## src/common/aff_pkg.sv

```systemverilog
package aff_pkg;

    // Bus geometry
    localparam int AFF_ADDR_W = 8;
    localparam int AFF_DATA_W = 32;
    localparam int AFF_STRB_W = 4;

    // Register byte offsets
    localparam logic [7:0] AFF_OFS_FLAGS = 8'h00;
    localparam logic [7:0] AFF_OFS_IRQ_STAT = 8'h04;
    localparam logic [7:0] AFF_OFS_IRQ_MASK = 8'h08;
    localparam logic [7:0] AFF_OFS_RAW = 8'h0c;

    // Flag word layout
    localparam int AFF_FLAG_W = 12;
    localparam int AFF_OVR_N = 4;
    localparam int AFF_BIT_OVR_LO = 8;
    localparam int AFF_BIT_PWRUP = 7;
    localparam int AFF_BIT_UVLOCK = 6;
    localparam int AFF_BIT_POS_HI = 5;
    localparam int AFF_BIT_POS_LO = 4;
    localparam int AFF_BIT_NEG_HI = 3;
    localparam int AFF_BIT_NEG_LO = 2;
    localparam int AFF_BIT_REF_L1 = 1;
    localparam int AFF_BIT_REF_L0 = 0;

    // Reset values
    localparam logic [11:0] AFF_FLAGS_RST = 12'h0c0;
    localparam logic [11:0] AFF_SYNC_RST = 12'h040;
    localparam logic [11:0] AFF_IRQ_STAT_RST = 12'h000;
    localparam logic [11:0] AFF_IRQ_MASK_RST = 12'h000;
    localparam logic [31:0] AFF_RDATA_RST = 32'h0000_0000;

    // Synchroniser depth
    localparam int AFF_SYNC_STAGES = 2;

endpackage

```

## src/common/aff_sync_if.sv

```systemverilog
`timescale 1ns/1ps
`default_nettype none

// Raw comparator levels in, clean register-domain levels out
interface aff_sync_if #(
    parameter int WIDTH = 12
);
    logic [WIDTH-1:0] async_lvl;
    logic [WIDTH-1:0] sync_lvl;

    modport owner (
        output async_lvl,
        input sync_lvl
    );

    modport syncer (
        input async_lvl,
        output sync_lvl
    );
endinterface

`default_nettype wire

```

## src/design/aff_sync.sv

```systemverilog
`timescale 1ns/1ps
`default_nettype none

module aff_sync
    import aff_pkg::*;
#(
    parameter int WIDTH = AFF_FLAG_W,
    parameter logic [WIDTH-1:0] RST_VAL = '0
) (
    // Clock and reset
    input wire logic i_clk,
    input wire logic i_rst,
    // Levels
    aff_sync_if.syncer sif
);

    logic [WIDTH-1:0] meta_r;
    logic [WIDTH-1:0] meta_nxt;
    logic [WIDTH-1:0] clean_r;
    logic [WIDTH-1:0] clean_nxt;

    // First stage feeds only the second stage
    genvar gi;
    generate
        for (gi = 0; gi < WIDTH; gi++) begin : g_bit
            always_comb begin
                meta_nxt[gi] = sif.async_lvl[gi];
                clean_nxt[gi] = meta_r[gi];
            end
        end
    endgenerate

    always_ff @(posedge i_clk or posedge i_rst) begin
        if (i_rst) begin
            meta_r <= RST_VAL;
            clean_r <= RST_VAL;
        end else begin
            meta_r <= meta_nxt;
            clean_r <= clean_nxt;
        end
    end

    assign sif.sync_lvl = clean_r;

endmodule // aff_sync

`default_nettype wire

```

## src/design/aff_flags.sv

```systemverilog
`timescale 1ns/1ps
`default_nettype none

module aff_flags
    import aff_pkg::*;
(
    // Clock and reset
    input wire logic i_clk,
    input wire logic i_rst,
    // APB slave
    input wire logic [AFF_ADDR_W-1:0] i_paddr,
    input wire logic i_psel,
    input wire logic i_penable,
    input wire logic i_pwrite,
    input wire logic [AFF_DATA_W-1:0] i_pwdata,
    input wire logic [AFF_STRB_W-1:0] i_pstrb,
    output logic [AFF_DATA_W-1:0] o_prdata,
    output logic o_pready,
    output logic o_pslverr,
    // Analog monitor comparators, asynchronous levels
    input wire logic [AFF_OVR_N-1:0] i_path_overrange,
    input wire logic i_powerup_event,
    input wire logic i_undervoltage_lockout,
    input wire logic i_amp_pos_out_high_rail,
    input wire logic i_amp_pos_out_low_rail,
    input wire logic i_amp_neg_out_high_rail,
    input wire logic i_amp_neg_out_low_rail,
    input wire logic i_reference_low_level1,
    input wire logic i_reference_low_level0,
    // Interrupt
    output logic o_irq
);

    typedef enum logic [2:0] {
        AFF_SEL_NONE,
        AFF_SEL_FLAGS,
        AFF_SEL_STAT,
        AFF_SEL_MASK,
        AFF_SEL_RAW
    } aff_sel_t;

    aff_sync_if #(.WIDTH(AFF_FLAG_W)) sif ();

    // Register state
    logic [AFF_FLAG_W-1:0] flags_r;
    logic [AFF_FLAG_W-1:0] flags_nxt;
    logic [AFF_FLAG_W-1:0] irq_stat_r;
    logic [AFF_FLAG_W-1:0] irq_stat_nxt;
    logic [AFF_FLAG_W-1:0] irq_mask_r;
    logic [AFF_FLAG_W-1:0] irq_mask_nxt;
    logic irq_r;
    logic irq_nxt;
    logic [AFF_DATA_W-1:0] prdata_r;
    logic [AFF_DATA_W-1:0] prdata_nxt;
    logic pready_r;
    logic pready_nxt;
    logic pslverr_r;
    logic pslverr_nxt;

    // Bus decode
    localparam int LANE_W = AFF_DATA_W / AFF_STRB_W;
    aff_sel_t sel;
    logic access;
    logic commit;
    logic wr_commit;
    logic [AFF_DATA_W-1:0] lane_mask;
    logic [AFF_FLAG_W-1:0] wr_bits;
    logic [AFF_FLAG_W-1:0] wr_en;
    logic [AFF_FLAG_W-1:0] rise;
    logic [AFF_DATA_W-1:0] rd_word;

    // Per-register write strobes
    logic [AFF_FLAG_W-1:0] flags_wr;
    logic [AFF_FLAG_W-1:0] stat_wr;
    logic [AFF_FLAG_W-1:0] mask_wr;
    logic [AFF_FLAG_W-1:0] stat_clr;
    logic pwrup_clr;

    // Interrupt and response helpers
    logic [AFF_FLAG_W-1:0] irq_pend;
    logic resp_now;
    logic resp_err;
    logic [AFF_DATA_W-1:0] resp_data;

    genvar gi;

    // Comparator levels in flag order
    always_comb begin
        sif.async_lvl = '0;
        sif.async_lvl[AFF_BIT_OVR_LO +: AFF_OVR_N] = i_path_overrange;
        sif.async_lvl[AFF_BIT_PWRUP] = i_powerup_event;
        sif.async_lvl[AFF_BIT_UVLOCK] = i_undervoltage_lockout;
        sif.async_lvl[AFF_BIT_POS_HI] = i_amp_pos_out_high_rail;
        sif.async_lvl[AFF_BIT_POS_LO] = i_amp_pos_out_low_rail;
        sif.async_lvl[AFF_BIT_NEG_HI] = i_amp_neg_out_high_rail;
        sif.async_lvl[AFF_BIT_NEG_LO] = i_amp_neg_out_low_rail;
        sif.async_lvl[AFF_BIT_REF_L1] = i_reference_low_level1;
        sif.async_lvl[AFF_BIT_REF_L0] = i_reference_low_level0;
    end

    // Lockout stage resets high so the flag does not dip after reset
    aff_sync #(
        .WIDTH(AFF_FLAG_W),
        .RST_VAL(AFF_SYNC_RST)
    ) u_sync (
        .i_clk(i_clk),
        .i_rst(i_rst),
        .sif(sif.syncer)
    );

    // Transfer phase qualifiers
    always_comb begin
        access = i_psel & i_penable;
        commit = access & pready_r;
        wr_commit = commit & i_pwrite;
    end

    // Address decode; anything off the map answers with an error
    always_comb begin
        case (i_paddr)
            AFF_OFS_FLAGS: sel = AFF_SEL_FLAGS;
            AFF_OFS_IRQ_STAT: sel = AFF_SEL_STAT;
            AFF_OFS_IRQ_MASK: sel = AFF_SEL_MASK;
            AFF_OFS_RAW: sel = AFF_SEL_RAW;
            default: sel = AFF_SEL_NONE;
        endcase
    end

    // Byte lanes; only the two low lanes reach a flag bit
    always_comb begin
        lane_mask = '0;
        for (int b = 0; b < AFF_STRB_W; b++) begin
            lane_mask[b*LANE_W +: LANE_W] = {LANE_W{i_pstrb[b]}};
        end
        wr_bits = i_pwdata[AFF_FLAG_W-1:0];
        wr_en = wr_commit ? lane_mask[AFF_FLAG_W-1:0] : '0;
    end

    // Strobes only on the completing edge, so a stalled access never writes twice
    always_comb begin
        flags_wr = (sel == AFF_SEL_FLAGS) ? wr_en : '0;
        stat_wr = (sel == AFF_SEL_STAT) ? wr_en : '0;
        mask_wr = (sel == AFF_SEL_MASK) ? wr_en : '0;
        stat_clr = stat_wr & wr_bits;
    end

    // Power-up bit: a zero written through lane 0 clears it
    always_comb begin
        pwrup_clr = flags_wr[AFF_BIT_PWRUP] & ~wr_bits[AFF_BIT_PWRUP];
    end

    // Live bits copy the clean level; only the power-up bit is sticky
    generate
        for (gi = 0; gi < AFF_FLAG_W; gi++) begin : g_flag
            if (gi == AFF_BIT_PWRUP) begin : g_sticky
                always_comb begin
                    flags_nxt[gi] = flags_r[gi];
                    if (pwrup_clr) begin
                        flags_nxt[gi] = 1'b0;
                    end
                    // A new event wins over a clear in the same cycle
                    if (sif.sync_lvl[gi]) begin
                        flags_nxt[gi] = 1'b1;
                    end
                end
            end else begin : g_live
                always_comb begin
                    flags_nxt[gi] = sif.sync_lvl[gi];
                end
            end
        end
    endgenerate

    // Status bits catch rising flags; a set beats a clear in the same cycle
    generate
        for (gi = 0; gi < AFF_FLAG_W; gi++) begin : g_irq
            always_comb begin
                rise[gi] = flags_nxt[gi] & ~flags_r[gi];
                irq_stat_nxt[gi] = (irq_stat_r[gi] & ~stat_clr[gi]) | rise[gi];
                irq_mask_nxt[gi] = mask_wr[gi] ? wr_bits[gi] : irq_mask_r[gi];
                irq_pend[gi] = irq_stat_nxt[gi] & irq_mask_nxt[gi];
            end
        end
    endgenerate

    // Taken from next state so the pin does not lag the status by a cycle
    always_comb begin
        irq_nxt = |irq_pend;
    end

    // Read mux; bits above the flag word read 0
    always_comb begin
        rd_word = '0;
        case (sel)
            AFF_SEL_FLAGS: rd_word[AFF_FLAG_W-1:0] = flags_r;
            AFF_SEL_STAT: rd_word[AFF_FLAG_W-1:0] = irq_stat_r;
            AFF_SEL_MASK: rd_word[AFF_FLAG_W-1:0] = irq_mask_r;
            AFF_SEL_RAW: rd_word[AFF_FLAG_W-1:0] = sif.sync_lvl;
            default: rd_word = '0;
        endcase
    end

    // One wait state: the answer is formed in the first access cycle
    always_comb begin
        resp_now = access & ~pready_r;
        resp_err = (sel == AFF_SEL_NONE);
        resp_data = i_pwrite ? AFF_RDATA_RST : rd_word;
    end

    // Answer stands one cycle, then the bus returns to idle zeros
    always_comb begin
        pready_nxt = resp_now;
        prdata_nxt = AFF_RDATA_RST;
        pslverr_nxt = 1'b0;
        if (resp_now) begin
            prdata_nxt = resp_err ? AFF_RDATA_RST : resp_data;
            pslverr_nxt = resp_err;
        end
    end

    // Flag group
    always_ff @(posedge i_clk or posedge i_rst) begin
        if (i_rst) begin
            flags_r <= AFF_FLAGS_RST;
        end else begin
            flags_r <= flags_nxt;
        end
    end

    // Interrupt group
    always_ff @(posedge i_clk or posedge i_rst) begin
        if (i_rst) begin
            irq_stat_r <= AFF_IRQ_STAT_RST;
            irq_mask_r <= AFF_IRQ_MASK_RST;
            irq_r <= 1'b0;
        end else begin
            irq_stat_r <= irq_stat_nxt;
            irq_mask_r <= irq_mask_nxt;
            irq_r <= irq_nxt;
        end
    end

    // Bus response group
    always_ff @(posedge i_clk or posedge i_rst) begin
        if (i_rst) begin
            prdata_r <= AFF_RDATA_RST;
            pready_r <= 1'b0;
            pslverr_r <= 1'b0;
        end else begin
            prdata_r <= prdata_nxt;
            pready_r <= pready_nxt;
            pslverr_r <= pslverr_nxt;
        end
    end

    assign o_prdata = prdata_r;
    assign o_pready = pready_r;
    assign o_pslverr = pslverr_r;
    assign o_irq = irq_r;

endmodule // aff_flags

`default_nettype wire

```

## config.mk

```make
export PLATFORM = sky130hd
export DESIGN_NAME = aff_flags
export DESIGN_NICKNAME = d
export VERILOG_FILES = /design/src/common/aff_pkg.sv /design/src/common/aff_sync_if.sv /design/src/design/aff_sync.sv /design/src/design/aff_flags.sv
export SDC_FILE = /design/constraint.sdc
export NUM_CORES = 1
export LEC_CHECK = 0
export BUFFER_PORTS_ARGS = -buffer_cell sky130_fd_sc_hd__buf_2
export CAP_MARGIN = 20
export CORE_MARGIN = 10
export CORE_UTILIZATION = 45
export CTS_CLUSTER_DIAMETER = 60
export DETAILED_ROUTE_END_ITERATION = 6
export PLACE_DENSITY = 0.72
export SYNTH_ARGS = -nofsm -noshare
export SYNTH_HDL_FRONTEND = slang
export SYNTH_SLANG_ARGS = --single-unit
```

## constraint.sdc

```tcl
create_clock -name i_clk -period 2.15 [get_ports i_clk]
set_input_delay 0.3225 -clock i_clk [delete_from_list [all_inputs] [get_ports i_clk]]
set_output_delay 0.3225 -clock i_clk [all_outputs]
set_load 0.01 [all_outputs]
```

==> results.md <==
- Status: finished, final reports clean
- Synth warn: 0
- Critical R2R Capture: o_irq
- Nets: 349
- R2R Setup Slk: 0.04 ns
- Pre-Repair DR Iteration Count: 4
- Clock transition at path regs: 0.07 ns
- TNS Setup: 0 ns
- CP endpoint kind: flip-flop
- Synth area leaders: dfrtp_1 59%, mux4_2 9.0%, buf_4 5.3%
- Placer congestion estimate: 0.831
- Post-synth EDFFs: 0
- Top-count cell post-synth: dfrtp_1
- Total die area: 10300 um^2
- CP Launch Point: o_pready
- CTS tree: yes
- Number of global-route vias before repair: 1939
- Initial Util: 46.7%
- Clock Skews: 0.0143 ns
- Initial antenna violation count: 0
- Clk root buf: clkbuf_8
- Post-route DRC: 0
- Antenna Nets Post-Route: 0
- Fill cells: 523
- Placed cells: 351
- DRT iter0 DRCs: 141
- Max Cap Viol: 0
- Worst hold path type: in2async
- Max frequency: 474 MHz
- Core area: 6420 um^2
- Seq/Total Area, Yosys: 62.8%
- Per-cell routed wire length: 16.7 um
- Yosys cell types: 33
- Leakage power: 1.77 nW
- TritonCTS Buffers: 9
- Layout cells sized above 1: 40.3%
- Number of synthesized register bits: 75
- Clock buffer depth: 2
- Num ports: 96
- End point of the critical path: o_irq
- Main synth FF type: dfrtp_1
- Row count: 29
- Post-Place Setup Slack: -0.223 ns
- Worst endpoint required time: 2.35 ns
- TritonCTS Sinks: 75
- Final setup viols: 0
- Reg-to-reg startpoint: o_pready
- Final worst slack: 0.0389 ns
- Hold buffers post-CTS: 0
- Fin. Hold Viols: 0
- Worst VDD drop: 0.000424 V
- Slew Limit Fails: 0
- DP Area: 3380 um^2
- Design Area, Final: 3620 um^2
- Hold_ws: 0.0610 ns
- First-pass GRT wire length: 9.81 mm
- Fin crit share: 98.2%
- Ant diodes: 0
- Post-route minimum period: 2.11 ns
- Hpwl dp: 4.41 mm
- Post-synth top area share: 59.3%
- Maximum fanout along the worst path: 4
- CP arrival: 2.31 ns
- Post-Route WL: 6.19 mm
- Unrepaired setup endpoints after global routing: yes
- All-Layer GR Usage: 12.7%
- Crit start category: flip-flop
- Synth Instances: 212
- Final design utilization: 56.3%
- Asr flop ratio synth: 100%
- Port Buffer Count: 53
- Area delta synth->final: 20.7%
- GRT Residual Overflow: 0
- Avg Inst Size Synth: 14.1 um^2
- Cell taking the most area after synthesis: dfrtp_1
- Final Power: 2.69 mW
- Vias post-DR: 1840
- Die Y: 102 um
- Die width: 102 um
- Max H-tree Level: 3
- Synth cell count leaders: 71 x dfrtp_1, 21 x buf_4, 17 x inv_1, 17 x nor2b_1, 14 x o21ai_0
- Post-route insts no fill: 370
- Clk_lat worst skew: 0.35 ns
- Crit Path Category: reg2reg
- R2R depth: 7
- Largest net degree at the start of global routing: 76
- Via density: 4.97
- Pwr Density: 742 nW/um^2
- Mapped Area: 3000 um^2
[state kept, by name (all words and copies together), names as in the netlist]
register / flops
o_irq: 1
o_pready: 1
o_prdata: 12
flags_r: 12
irq_stat_r: 12
irq_mask_r: 12
o_pslverr: 1
u_sync.clean_nxt: 12
u_sync.sif.sync_lvl: 12
[routing by layer]
layer	part of all wire (%)	vias up	track usage [%]
li1	-	857	-
met1	43	902	15.6
met2	46	68	18.5
met3	8.6	13	4.90
met4	2.3	0	7.70
met5	0	-	0
[worst max-delay path: stages, from the launching register on]
cell and delay (ns):
dfrtp_1 0.35, and4_4 0.25, nand4_1 0.13, buf_4 0.18
a221o_1 0.32, a22o_1 0.25, a2111oi_2 0.33, nand3_1 0.15
[kinds of logic (layout without fill, tap and decap cells)]
logic type | after synthesis | count (layout) | synth area share (%)
flops | 75 | 75 | 62.8
simple gates | 44 | 44 | 9.77
buf+inv | 43 | 105 | 8.31
compound gates | 29 | 29 | 7.01
mux | 20 | 20 | 12.0
other cells | 1 | 20 | 0.125
[cell type report]
class | count | area [um^2] | share of cell area (%)
Timing Repair Buffer | 72 | 424 | 11.7
Tap cell | 77 | 96.3 | 2.66
Inverter | 17 | 67.6 | 1.87
Sequential cell | 75 | 1880 | 52.0
Clock inverter | 3 | 20.0 | 0.553
Clock buffer | 13 | 179 | 4.94
Multi-Input combinational cell | 113 | 950 | 26.2
[cell usage in the layout, fill, tap and decap left out, types with 8 or more instances in the layout]
master	netlist	layout
conb_1	1	20
mux2_2	8	8
clkbuf_8	0	13
inv_1	17	16
o21ai_0	14	14
buf_2	1	53
mux4_2	12	12
buf_4	21	17
dfrtp_1	71	71
nor2b_1	17	17
[how the worst min path moves through the flow]
| stage | startpoint | to | slack (ns) | depth (start not counted) |
|---|---|---|---|---|
| after global routing | i_undervoltage_lockout | u_sync.clean_nxt[6] | 0.05 | 1 |
| after global placement | u_sync.clean_nxt[7] | u_sync.sif.sync_lvl[7] | 0.33 | 0 |
| after CTS | i_undervoltage_lockout | u_sync.clean_nxt[6] | 0.05 | 1 |
| final | i_rst | u_sync.clean_nxt[2] | 0.06 | 3 |
| after floorplan | i_undervoltage_lockout | u_sync.clean_nxt[6] | 0.33 | 0 |
| after detailed placement | u_sync.clean_nxt[7] | u_sync.sif.sync_lvl[7] | 0.33 | 0 |
[what timing repair did]
item                                   CTS  global route
gates resized for setup                  2             2
setup endpoints to repair                1             1
setup buffers                            0             3
endpoints found under the hold margin    0             0
pin swaps                                0             5
[where the power goes]
part	internal, mW	leakage, nW	switching (mW)	total (mW)
sequential	1.45	0.895	0.0176	1.47
clock	0.543	0.0977	0.498	1.04
combinational	0.0819	0.774	0.0957	0.178
total	2.07	1.77	0.611	2.69
Power figures use the tool's default switching activity.
